<file path="src/core/strap_cfg_pkg.sv">
// constants for the reset-time strap capture on the secondary address pins
// Behaviour
// - drive half-word address pins, tristate capable
// - during reset pins are inputs, straps sampled; the code captures them SETTLE_CYC+1 clock edges after reset release
// - bit 20 selects byte order, little default
// - bits 19:18 select boot source, ROM default
// - bits 17:16 select primary memory clock
// - bits 15:14 select secondary memory clock
// - bit 13 high enables PCI EEPROM autoinit
// - bit 11 picks cell interface or serial port one
package strap_cfg_pkg;
	localparam int ADDR_LSB = 1;
	localparam int ADDR_MSB = 20;
	localparam int ADDR_W = ADDR_MSB - ADDR_LSB + 1;

	// strap field positions on the address pins
	localparam int ENDIAN_POS = 20;
	localparam int BOOT_LSB = 18;
	localparam int PRI_CLK_LSB = 16;
	localparam int SEC_CLK_LSB = 14;
	localparam int AUTOINIT_POS = 13;
	localparam int CELL_EN_POS = 11;

	// field encodings
	localparam logic [1:0] BOOT_NONE = 2'h0;
	localparam logic [1:0] BOOT_HOST_PORT = 2'h1;
	localparam logic [1:0] BOOT_ROM8 = 2'h2;
	localparam logic [1:0] CLK_EXT_IN = 2'h0;
	localparam logic [1:0] CLK_CPU_DIV4 = 2'h1;
	localparam logic [1:0] CLK_CPU_DIV6 = 2'h2;
	localparam logic [1:0] CODE_RESERVED = 2'h3;

	// defaults held until the first capture; RST_DRIVE_EN holds until a control write with byte lane 0 enabled
	localparam logic RST_LITTLE_ENDIAN = 1'b1;
	localparam logic [1:0] RST_BOOT = BOOT_ROM8;
	localparam logic [1:0] RST_PRI_CLK = CLK_EXT_IN;
	localparam logic [1:0] RST_SEC_CLK = CLK_EXT_IN;
	localparam logic RST_AUTOINIT = 1'b0;
	localparam logic RST_CELL_EN = 1'b0;
	localparam logic RST_DRIVE_EN = 1'b1;

	// settle time after reset release before the capture
	localparam int CLK_PERIOD_NS = 10;
	localparam int SETTLE_NS = 40;
	localparam int SETTLE_CYC = (SETTLE_NS + CLK_PERIOD_NS - 1) / CLK_PERIOD_NS;
	localparam int SETTLE_W = 4;

	// register map, byte addresses on the bus
	localparam logic [7:0] REG_CTRL = 8'h00;
	localparam logic [7:0] REG_CONFIG = 8'h04;
	localparam logic [7:0] REG_RAW = 8'h08;
	localparam int CTRL_DRIVE_POS = 0;
	localparam int CFG_ENDIAN_POS = 0;
	localparam int CFG_BOOT_LSB = 1;
	localparam int CFG_PRI_CLK_LSB = 3;
	localparam int CFG_SEC_CLK_LSB = 5;
	localparam int CFG_AUTOINIT_POS = 7;
	localparam int CFG_CELL_EN_POS = 8;
	localparam int CFG_RESERVED_POS = 9;
	localparam int CFG_VALID_POS = 10;
endpackage : strap_cfg_pkg

</file>
<file path="src/core/reset_strap_address_config.sv">
// strap capture at reset release and address pin driver for the secondary memory interface
`timescale 1ns/10ps
module reset_strap_address_config #(
	parameter int SETTLE_CYCLES = strap_cfg_pkg::SETTLE_CYC
) (
	// clock and reset
	input wire logic clk_sys_i,
	input wire logic arst_n_i,
	// address from the secondary memory interface
	input wire logic [strap_cfg_pkg::ADDR_W-1:0] mem_addr_i,
	input wire logic mem_addr_oe_i,
	// secondary_ext_address pins, bit 0 here is address bit 1
	input wire logic [strap_cfg_pkg::ADDR_W-1:0] secondary_ext_address_i,
	output logic [strap_cfg_pkg::ADDR_W-1:0] secondary_ext_address_o,
	output logic [strap_cfg_pkg::ADDR_W-1:0] secondary_ext_address_oe_o,
	// latched configuration
	output logic little_endian_o,
	output logic [1:0] boot_mode_o,
	output logic [1:0] primary_clk_source_sel_o,
	output logic [1:0] secondary_clk_source_sel_o,
	output logic pci_eeprom_autoinit_o,
	output logic cell_interface_enable_o,
	output logic serial_port_one_enable_o,
	output logic strap_reserved_o,
	output logic config_valid_o,
	// wishbone slave
	input wire logic wb_cyc_i,
	input wire logic wb_stb_i,
	input wire logic wb_we_i,
	input wire logic [7:0] wb_adr_i,
	input wire logic [3:0] wb_sel_i,
	input wire logic [31:0] wb_dat_i,
	output logic [31:0] wb_dat_o,
	output logic wb_ack_o
);
	typedef enum logic [1:0] {ST_SETTLE, ST_CAPTURE, ST_RUN} cap_state_t;

	localparam logic [strap_cfg_pkg::SETTLE_W-1:0] SETTLE_LAST =
		strap_cfg_pkg::SETTLE_W'(SETTLE_CYCLES - 1);

	// synchronised pin levels
	logic [strap_cfg_pkg::ADDR_W-1:0] pins_sync;

	// pins come straight from the board, so they pass two flops first
	pin_sync #(
		.WIDTH(strap_cfg_pkg::ADDR_W)
	) u_pin_sync (
		.clk_sys_i(clk_sys_i),
		.arst_n_i(arst_n_i),
		.async_i(secondary_ext_address_i),
		.sync_o(pins_sync)
	);

	logic dec_little;
	logic [1:0] dec_boot;
	logic [1:0] dec_pri_clk;
	logic [1:0] dec_sec_clk;
	logic dec_autoinit;
	logic dec_cell;
	logic dec_reserved;

	strap_decode u_strap_decode (
		.strap_i(pins_sync),
		.little_endian_o(dec_little),
		.boot_mode_o(dec_boot),
		.primary_clk_source_sel_o(dec_pri_clk),
		.secondary_clk_source_sel_o(dec_sec_clk),
		.pci_eeprom_autoinit_o(dec_autoinit),
		.cell_interface_enable_o(dec_cell),
		.reserved_code_o(dec_reserved)
	);

	// capture sequencer
	cap_state_t state;
	cap_state_t next_state;
	logic [strap_cfg_pkg::SETTLE_W-1:0] settle_cnt;
	logic [strap_cfg_pkg::SETTLE_W-1:0] next_settle_cnt;

	always_comb begin
		next_state = state;
		next_settle_cnt = settle_cnt;
		case (state)
			ST_SETTLE: begin
				// synchroniser was reset to zero; wait until it holds real pin levels
				if (settle_cnt == SETTLE_LAST) begin
					next_state = ST_CAPTURE;
				end else begin
					next_settle_cnt = settle_cnt + 1'b1;
				end
			end
			ST_CAPTURE: begin
				next_state = ST_RUN;
			end
			ST_RUN: begin
				// held until the next reset
				next_state = ST_RUN;
			end
			default: begin
				next_state = ST_SETTLE;
			end
		endcase
	end

	always_ff @(posedge clk_sys_i or negedge arst_n_i) begin
		if (!arst_n_i) begin
			state <= ST_SETTLE;
			settle_cnt <= '0;
		end else begin
			state <= next_state;
			settle_cnt <= next_settle_cnt;
		end
	end

	// latched configuration
	logic next_little;
	logic [1:0] next_boot;
	logic [1:0] next_pri_clk;
	logic [1:0] next_sec_clk;
	logic next_autoinit;
	logic next_cell;
	logic next_reserved;
	logic next_valid;
	logic [strap_cfg_pkg::ADDR_W-1:0] raw_strap;
	logic [strap_cfg_pkg::ADDR_W-1:0] next_raw_strap;

	always_comb begin
		next_little = little_endian_o;
		next_boot = boot_mode_o;
		next_pri_clk = primary_clk_source_sel_o;
		next_sec_clk = secondary_clk_source_sel_o;
		next_autoinit = pci_eeprom_autoinit_o;
		next_cell = cell_interface_enable_o;
		next_reserved = strap_reserved_o;
		next_valid = config_valid_o;
		next_raw_strap = raw_strap;
		if (state == ST_CAPTURE) begin
			// pins are still inputs here: the drivers stay off until ST_RUN
			next_little = dec_little;
			next_boot = dec_boot;
			next_pri_clk = dec_pri_clk;
			next_sec_clk = dec_sec_clk;
			next_autoinit = dec_autoinit;
			next_cell = dec_cell;
			next_reserved = dec_reserved;
			next_valid = 1'b1;
			next_raw_strap = pins_sync;
		end
	end

	always_ff @(posedge clk_sys_i or negedge arst_n_i) begin
		if (!arst_n_i) begin
			little_endian_o <= strap_cfg_pkg::RST_LITTLE_ENDIAN;
			boot_mode_o <= strap_cfg_pkg::RST_BOOT;
			primary_clk_source_sel_o <= strap_cfg_pkg::RST_PRI_CLK;
			secondary_clk_source_sel_o <= strap_cfg_pkg::RST_SEC_CLK;
			pci_eeprom_autoinit_o <= strap_cfg_pkg::RST_AUTOINIT;
			cell_interface_enable_o <= strap_cfg_pkg::RST_CELL_EN;
			serial_port_one_enable_o <= !strap_cfg_pkg::RST_CELL_EN;
			strap_reserved_o <= 1'b0;
			config_valid_o <= 1'b0;
			raw_strap <= '0;
		end else begin
			little_endian_o <= next_little;
			boot_mode_o <= next_boot;
			primary_clk_source_sel_o <= next_pri_clk;
			secondary_clk_source_sel_o <= next_sec_clk;
			pci_eeprom_autoinit_o <= next_autoinit;
			cell_interface_enable_o <= next_cell;
			serial_port_one_enable_o <= !next_cell;
			strap_reserved_o <= next_reserved;
			config_valid_o <= next_valid;
			raw_strap <= next_raw_strap;
		end
	end

	// address pin drivers
	logic drive_en;
	logic [strap_cfg_pkg::ADDR_W-1:0] next_addr;
	logic [strap_cfg_pkg::ADDR_W-1:0] next_addr_oe;

	always_comb begin
		next_addr = secondary_ext_address_o;
		next_addr_oe = '0;
		if (state == ST_RUN) begin
			// drivers only after capture, so the straps never fight our own output
			next_addr = mem_addr_i;
			if (drive_en && mem_addr_oe_i) begin
				next_addr_oe = '1;
			end
		end
	end

	always_ff @(posedge clk_sys_i or negedge arst_n_i) begin
		if (!arst_n_i) begin
			secondary_ext_address_o <= '0;
			secondary_ext_address_oe_o <= '0;
		end else begin
			secondary_ext_address_o <= next_addr;
			secondary_ext_address_oe_o <= next_addr_oe;
		end
	end

	// wishbone register slave, one wait state: ack one edge after the strobe
	logic req;
	logic next_drive_en;
	logic next_ack;
	logic [31:0] next_dat;
	logic [31:0] cfg_word;

	always_comb begin
		req = wb_cyc_i && wb_stb_i && !wb_ack_o;
		cfg_word = '0;
		cfg_word[strap_cfg_pkg::CFG_ENDIAN_POS] = little_endian_o;
		cfg_word[strap_cfg_pkg::CFG_BOOT_LSB+:2] = boot_mode_o;
		cfg_word[strap_cfg_pkg::CFG_PRI_CLK_LSB+:2] = primary_clk_source_sel_o;
		cfg_word[strap_cfg_pkg::CFG_SEC_CLK_LSB+:2] = secondary_clk_source_sel_o;
		cfg_word[strap_cfg_pkg::CFG_AUTOINIT_POS] = pci_eeprom_autoinit_o;
		cfg_word[strap_cfg_pkg::CFG_CELL_EN_POS] = cell_interface_enable_o;
		cfg_word[strap_cfg_pkg::CFG_RESERVED_POS] = strap_reserved_o;
		cfg_word[strap_cfg_pkg::CFG_VALID_POS] = config_valid_o;
		next_ack = req;
		next_drive_en = drive_en;
		next_dat = wb_dat_o;
		if (req) begin
			next_dat = '0;
			case (wb_adr_i)
				strap_cfg_pkg::REG_CTRL: begin
					next_dat[strap_cfg_pkg::CTRL_DRIVE_POS] = drive_en;
					if (wb_we_i && wb_sel_i[0]) begin
						next_drive_en = wb_dat_i[strap_cfg_pkg::CTRL_DRIVE_POS];
					end
				end
				strap_cfg_pkg::REG_CONFIG: begin
					next_dat = cfg_word;
				end
				strap_cfg_pkg::REG_RAW: begin
					// pin k of the vector is address bit k+1
					next_dat[strap_cfg_pkg::ADDR_MSB:strap_cfg_pkg::ADDR_LSB] = raw_strap;
				end
				default: begin
					// unmapped: acknowledged, reads zero, writes dropped
					next_dat = '0;
				end
			endcase
		end
	end

	always_ff @(posedge clk_sys_i or negedge arst_n_i) begin
		if (!arst_n_i) begin
			wb_ack_o <= 1'b0;
			wb_dat_o <= '0;
			drive_en <= strap_cfg_pkg::RST_DRIVE_EN;
		end else begin
			wb_ack_o <= next_ack;
			wb_dat_o <= next_dat;
			drive_en <= next_drive_en;
		end
	end
endmodule : reset_strap_address_config

</file>
<file path="src/core/pin_sync.sv">
// two-flop synchroniser for a vector of pin levels
`timescale 1ns/10ps
module pin_sync #(
	parameter int WIDTH = 20
) (
	// clock and reset
	input wire logic clk_sys_i,
	input wire logic arst_n_i,
	// levels
	input wire logic [WIDTH-1:0] async_i,
	output logic [WIDTH-1:0] sync_o
);
	logic [WIDTH-1:0] stage1;
	logic [WIDTH-1:0] stage2;

	genvar g;
	generate
		for (g = 0; g < WIDTH; g++) begin : g_bit
			always_ff @(posedge clk_sys_i or negedge arst_n_i) begin
				if (!arst_n_i) begin
					stage1[g] <= 1'b0;
					stage2[g] <= 1'b0;
				end else begin
					stage1[g] <= async_i[g];
					stage2[g] <= stage1[g];
				end
			end
		end
	endgenerate

	assign sync_o = stage2;
endmodule : pin_sync

</file>
<file path="src/core/strap_decode.sv">
// decodes the sampled address pin levels into configuration fields
`timescale 1ns/10ps
module strap_decode (
	// sampled pins, index is the address bit number
	input wire logic [strap_cfg_pkg::ADDR_MSB:strap_cfg_pkg::ADDR_LSB] strap_i,
	// decoded fields
	output logic little_endian_o,
	output logic [1:0] boot_mode_o,
	output logic [1:0] primary_clk_source_sel_o,
	output logic [1:0] secondary_clk_source_sel_o,
	output logic pci_eeprom_autoinit_o,
	output logic cell_interface_enable_o,
	output logic reserved_code_o
);
	always_comb begin
		little_endian_o = strap_i[strap_cfg_pkg::ENDIAN_POS];
		boot_mode_o = strap_i[strap_cfg_pkg::BOOT_LSB+1:strap_cfg_pkg::BOOT_LSB];
		primary_clk_source_sel_o =
			strap_i[strap_cfg_pkg::PRI_CLK_LSB+1:strap_cfg_pkg::PRI_CLK_LSB];
		secondary_clk_source_sel_o =
			strap_i[strap_cfg_pkg::SEC_CLK_LSB+1:strap_cfg_pkg::SEC_CLK_LSB];
		pci_eeprom_autoinit_o = strap_i[strap_cfg_pkg::AUTOINIT_POS];
		cell_interface_enable_o = strap_i[strap_cfg_pkg::CELL_EN_POS];
		// reserved codes are passed through but flagged so software can see a bad board
		reserved_code_o = (boot_mode_o == strap_cfg_pkg::CODE_RESERVED)
			|| (primary_clk_source_sel_o == strap_cfg_pkg::CODE_RESERVED)
			|| (secondary_clk_source_sel_o == strap_cfg_pkg::CODE_RESERVED);
	end
endmodule : strap_decode

</file>
<file path="config.mk">
export PLATFORM = sky130hd
export DESIGN_NAME = reset_strap_address_config
export DESIGN_NICKNAME = d
export VERILOG_FILES = /design/src/core/strap_cfg_pkg.sv /design/src/core/reset_strap_address_config.sv /design/src/core/pin_sync.sv /design/src/core/strap_decode.sv
export SDC_FILE = /design/constraint.sdc
export NUM_CORES = 1
export LEC_CHECK = 0
export BUFFER_PORTS_ARGS = -buffer_cell sky130_fd_sc_hd__buf_2
export CELL_PAD_IN_SITES_DETAIL_PLACEMENT = 1
export CELL_PAD_IN_SITES_GLOBAL_PLACEMENT = 1
export CORE_MARGIN = 2
export CORE_UTILIZATION = 30
export CTS_CLUSTER_DIAMETER = 60
export DETAILED_ROUTE_END_ITERATION = 7
export HOLD_SLACK_MARGIN = 0.08
export PLACE_DENSITY = 0.63
export SLEW_MARGIN = 40
export SYNTH_ARGS = -nofsm -noshare
export SYNTH_HDL_FRONTEND = slang
export SYNTH_SLANG_ARGS = --single-unit
</file>
<file path="constraint.sdc">
create_clock -name clk_sys_i -period 3.65 [get_ports clk_sys_i]
set_input_delay 0.365 -clock clk_sys_i [delete_from_list [all_inputs] [get_ports clk_sys_i]]
set_output_delay 0.365 -clock clk_sys_i [all_outputs]
set_load 0.02 [all_outputs]
</file>
Word level (Yosys, flattened, before mapping):

Cells that the tools add are included.

* $lt $le $gt $ge: 0
* multiplexer cells: 7
* bitwise gates (word level): 1
* shift operators: 0
* div/mod/pow operators: 0
* reductions and logical operators: 13
* equal/unequal tests: 9
* $add $sub $neg: 1
* multiply operators: 0

Operator list (count)
* 2-to-1 mux 20 bit: 2
* case mux 20 bit (2 select lines): 1
* equality test 2 bit (second input constant): 4
* equality test 8 x 3 -> 1 bit (second input constant): 1
* equality test 8 x 4 -> 1 bit (second input constant): 1
* zero test 8 bit: 1
* adder 4 x 1 -> 4 bit (second input constant): 1
* equality test 4 x 2 -> 1 bit (second input constant): 1
* logical AND 1 bit: 4
* case mux 2 bit (2 select lines): 1
* AND reduction 3 bit: 1
* equality test 2 x 1 -> 1 bit (second input constant): 1
* zero test 1 bit: 2
* zero test 2 bit: 1
* logical OR 1 bit: 2
* 2-to-1 mux 2 bit: 1
* != test 2 bit (second input constant): 1
* case mux 1 bit (2 select lines): 1
* AND reduction 2 bit: 1
* OR reduction 2 bit: 1
* 2-to-1 mux 1 bit: 1
* NOT 1 bit: 1

* RAM bits: 0
* ROM bits: 0
* memories: 0
* output and inout port bits: 85
* logic and storage cells: 88
* register bits after elaboration: 141
* bits in latches: 0

Depth between registers and ports, before layout:

* depth after elaboration: 3
* mapped depth: 6
* depth with buffers taken out: 5

Hierarchy:

Synthesis repeated with hierarchy kept, for this count alone.

* cell total of the unflattened synthesis: 289
* area, all modules: 4505.6 um^2

By module, submodules not included
* reset_strap_address_config: cells each 238, area an instance 3423.3 um^2, instances 1, sequential area each 2057.0 um^2
* pin_sync: cells each 40, area an instance 1001.0 um^2, instances 1, sequential area each 1001.0 um^2
* strap_decode: cells each 11, area an instance 81.3 um^2, instances 1, sequential area each 0.0 um^2

Least setup slack after synthesis:

Ideal clock, no wire load.

* path kind: input-to-reg
* start point: input wb_adr_i[1]
* end point: register wb_dat_o[10]
* library setup time: 0.067 ns
* stages on the path: 3
* buffers on the path: 0
* setup slack: 2.050 ns
* data required time: 3.583 ns
* data arrival time: 1.533 ns
* path through: or4_4 nor4_4 a221o_1

* cells in the longest elaborated chain, start to end: 2
* elaborated cells on any way between the ends: 3
* those cells by class: eq/ne: 2; mux: 1

RTL lines
* start: declaration: RTL line reset_strap_address_config.sv:30 `input wire logic [7:0] wb_adr_i,`
* equality test 8 x 4 -> 1 bit or equality test 8 x 3 -> 1 bit (tied branches): RTL line reset_strap_address_config.sv:226 `case (wb_adr_i)`
* case mux 20 bit (2 select lines) *: RTL line reset_strap_address_config.sv:226
* end signal: assignment: RTL line reset_strap_address_config.sv:255 `wb_dat_o <= next_dat;`
* end: declaration: RTL line reset_strap_address_config.sv:33 `output logic [31:0] wb_dat_o,`

Mark *: on every way between the ends. The rest lies on a longest branch, timed or not.
A chain may end at the register's enable or synchronous reset.

Final worst setup path:

* start point: register wb_ack_o
* end point: register wb_dat_o[10]

* cells in the longest elaborated chain, start to end: 2

RTL lines
* start: declaration: RTL line reset_strap_address_config.sv:34 `output logic wb_ack_o`
* start signal: assignment: RTL line reset_strap_address_config.sv:254 `wb_ack_o <= next_ack;`
* zero test 1 bit: RTL line reset_strap_address_config.sv:211 `req = wb_cyc_i && wb_stb_i && !wb_ack_o;`
* logical AND 1 bit: RTL line reset_strap_address_config.sv:211

No other way between the ends.

==> impl_metrics.py <==
metrics = {
    "synth": {
        "ys_ff_latch": 116,
        "synth-edff-count": 0,
        "synth_ff_type": "dfrtp_1",
        "ys_async_sr_fraction": 1.00,
        "syn_avg_cell_area_um2": 15.1,
        "syn_inst": 282,
        "synthDistinctLibCells": 36,
        "synth_area_um2": 4250,
        "ys_warn_count": 0,
        "seq_area_frac_synth": 0.684,
    },
    "grt": {
        "grt_pass1_vias": 2825,
        "gr-usage-met1": 0.150,
        "grt_util_met2": 0.211,
        "grt_pass1_wl_mm": 14.3,
        "grt_max_degree": 66,
        "grt_usage": 0.127,
        "gr-max-usage-layer": "met2",
        "antenna_found_initial": 0,
        "use_met3": 0.0392,
        "grt_overflow": 0,
    },
    "drt": {
        "via_per_inst": 4.40,
        "dr.pass1.iters": 4,
        "drt_iter0_markers": 79,
        "wl_per_cell_um": 14.5,
        "ant_nets": 0,
        "via_count": 2698,
        "drc": 0,
        "wl_mm": 8.87,
    },
    "timing": {
        "slew_headroom": 0.517,
        "rsz0062_at_grt": "no",
        "drv_slew": 0,
        "layout_min_cycle_time_ns": 1.81,
        "holdWs_ns": 0.182,
        "fmax_ghz": 0.554,
        "worst_pin_slew_ns": 0.719,
        "skew_ns": 0.00565,
        "hold_viol": 0,
        "tns_ns": 0,
        "post-route-period-util": 0.495,
        "setup_viol": 0,
        "finalWorstSetupSlack_ns": 1.84,
    },
    "clocking": {
        "clock_latency_ns": 0.41,
        "cts_root_buf": "clkbuf_16",
        "h-tree-depth": 4,
        "clk_pin_slew_ns": 0.05,
        "cts_buffers": 17,
        "cts_tree": "done",
        "cts.sinks": 116,
        "cts_buffer_depth": 2,
    },
    "floorplan": {
        "core_um2": 13900,
        "die_height_um": 123,
        "die_area_um2": 15100,
        "die_x_um": 123,
        "rows": 43,
        "initial_core_util": 0.306,
        "design.portCount": 175,
    },
    "final_layout": {
        "area.growth.synth_to_final_pct": 34.6,
        "fin_area_um2": 5720,
        "n_antenna_cell": 0,
        "fin_util": 0.412,
        "fin_nets": 515,
        "layout-drive-gt1-share": 0.492,
    },
    "setup_path": {
        "arrival_ns": 2.15,
        "critPathLaunchType": "flip-flop",
        "crit_family": "simple AND/OR/NAND/NOR gates",
        "cp.required_ns": 3.99,
        "critical-path-slowest-cell": "nor4_4",
        "cp_cell_sequence": "nand3b_1 > buf_4 > nor4_4 > a221o_1",
        "crit_fanout": 26,
        "crit_buf_inv": 1,
        "path_class": "flip-flop to flip-flop",
        "end_kind": "flip-flop",
        "max_stage_delay_ns": 0.71,
    },
    "power": {
        "leakagePower_nw": 2.81,
        "p_per_area_nw_per_um2": 555,
        "vdd_ir_drop_max_v": 0.000366,
    },
    "hold_path": {
        "min_path_type": "input port to flip-flop",
    },
    "job": {
        "maxCapViolCount": 0,
    },
    "place": {
        "port_buffers": 129,
        "dpl_cell_area_um2": 4920,
        "place_ws_ns": 1.61,
        "gp_congestion": 0.674,
        "place_hpwl_mm": 5.85,
    },
    "status": {
        "outcome": "complete, no violations",
    },
}
[registers in the layout, summed over array words and instances (netlist names), 2 cells and up]
name,flops
wb_dat_o,21
raw_strap,17
boot_mode_o,2
secondary_ext_address_o,20
u_pin_sync.stage1,20
state,2
u_pin_sync.sync_o,20
settle_cnt,4
[Yosys cell counts, drive strengths merged, types with 2 or more instances]
master	number	area [µm²]
a221o	10	100
nand2b	3	18.8
o21ai	7	35.0
dfstp	4	105
nand2	6	22.5
o21a	2	15.0
clkbuf	7	26.3
nor4	3	40.0
buf	37	273
inv	10	37.5
mux2	40	450
and2	10	62.6
or4	2	18.8
ha	4	50.1
xnor2	2	17.5
dfrtp	112	2800
a22o	10	87.6
or2	2	12.5
[cells by family (layout without fill, tap and decap cells)]
family | Yosys count | in the layout | synth area share
buffers and inverters | 54 | 195 | 0.0792
AND/OR/NAND/NOR | 33 | 33 | 0.0524
multiplexers | 41 | 41 | 0.108
other | 1 | 11 | 0.000882
flip-flops | 116 | 116 | 0.684
AO/OA/AOI/OAI | 31 | 31 | 0.0594
adder cells (fa/ha/maj) | 4 | 4 | 0.0118
XOR/XNOR | 2 | 2 | 0.00412
[timing repair]
item	in CTS	in global routing
hold endpoints to repair	20	61
gates resized for setup	0	0
setup buffers	0	0
hold buffers	20	1
[power breakdown]
part / total (W) / internal (W) / leakage (nW) / switching (W)
Sequential: 0.00136 / 0.00134 / 1.39 / 0.0000246
Combinational: 0.000170 / 0.0000735 / 1.13 / 0.0000967
Clock: 0.00164 / 0.00107 / 0.282 / 0.000572
Total: 0.00317 / 0.00248 / 2.81 / 0.000694
[metal layers]
layer	wire (µm)	up-vias
met3	598	16
met2	4540	114
met1	3560	1360
li1	-	1208
met4	163	0
met5	0	-
[per-stage QoR]
stage / instances / total power [W]
global placement: 561 / 0.00153
CTS: 612 / 0.00322
finish: 613 / 0.00317
floorplan: 292 / 0.00146
global route: 613 / 0.00331
detailed placement: 561 / 0.00154
[cell type report]
| cell class | instances | area [µm²] |
|---|---|---|
| Tap cell | 180 | 225 |
| Inverter | 10 | 37.5 |
| Multi-Input combinational cell | 122 | 1060 |
| Timing Repair Buffer | 154 | 905 |
| Fill cell | 1468 | 8160 |
| Sequential cell | 116 | 2910 |
| Clock buffer | 18 | 429 |
| Clock inverter | 13 | 159 |
[worst paths after layout]
path / cells after the start / start / slack (ns) / to
min reg2reg: 0 / u_pin_sync.stage1[0] / 0.35 / u_pin_sync.sync_o[0]
max: 4 / wb_ack_o / 1.84 / wb_dat_o[10]
max reg2reg: 4 / wb_ack_o / 1.84 / wb_dat_o[10]
max in group asynchronous: 3 / arst_n_i / 2.37 / boot_mode_o[1]
min in group asynchronous: 2 / arst_n_i / 0.53 / u_pin_sync.sync_o[11]
min: 2 / wb_dat_i[0] / 0.18 / drive_en
[placed cells by master (no fill, tap or decap), types with 2 or more instances in the layout]
| cell | Yosys | routed |
|---|---|---|
| buf_2 | 2 | 128 |
| dfrtp_1 | 112 | 112 |
| mux2_2 | 39 | 39 |
| dlygate4sd3_1 | 0 | 21 |
| clkbuf_16 | 0 | 17 |
| conb_1 | 1 | 11 |
| inv_1 | 10 | 10 |
| a22o_1 | 10 | 10 |
| a221o_1 | 10 | 10 |
| and2_0 | 7 | 7 |
| nand2_1 | 6 | 6 |
| o21ai_0 | 6 | 6 |
| dfstp_2 | 4 | 4 |
| clkinv_2 | 0 | 4 |
| nand2b_1 | 3 | 3 |
| and2_1 | 3 | 3 |
| bufinv_16 | 0 | 3 |
| clkinvlp_4 | 0 | 3 |
| buf_4 | 35 | 3 |
| o21a_1 | 2 | 2 |
| or2_2 | 2 | 2 |
| nor4_4 | 1 | 2 |
| xnor2_1 | 2 | 2 |
| ha_1 | 4 | 2 |
| ha_2 | 0 | 2 |
| inv_6 | 0 | 2 |
Note: power is estimated with default switching activity, not from simulation.
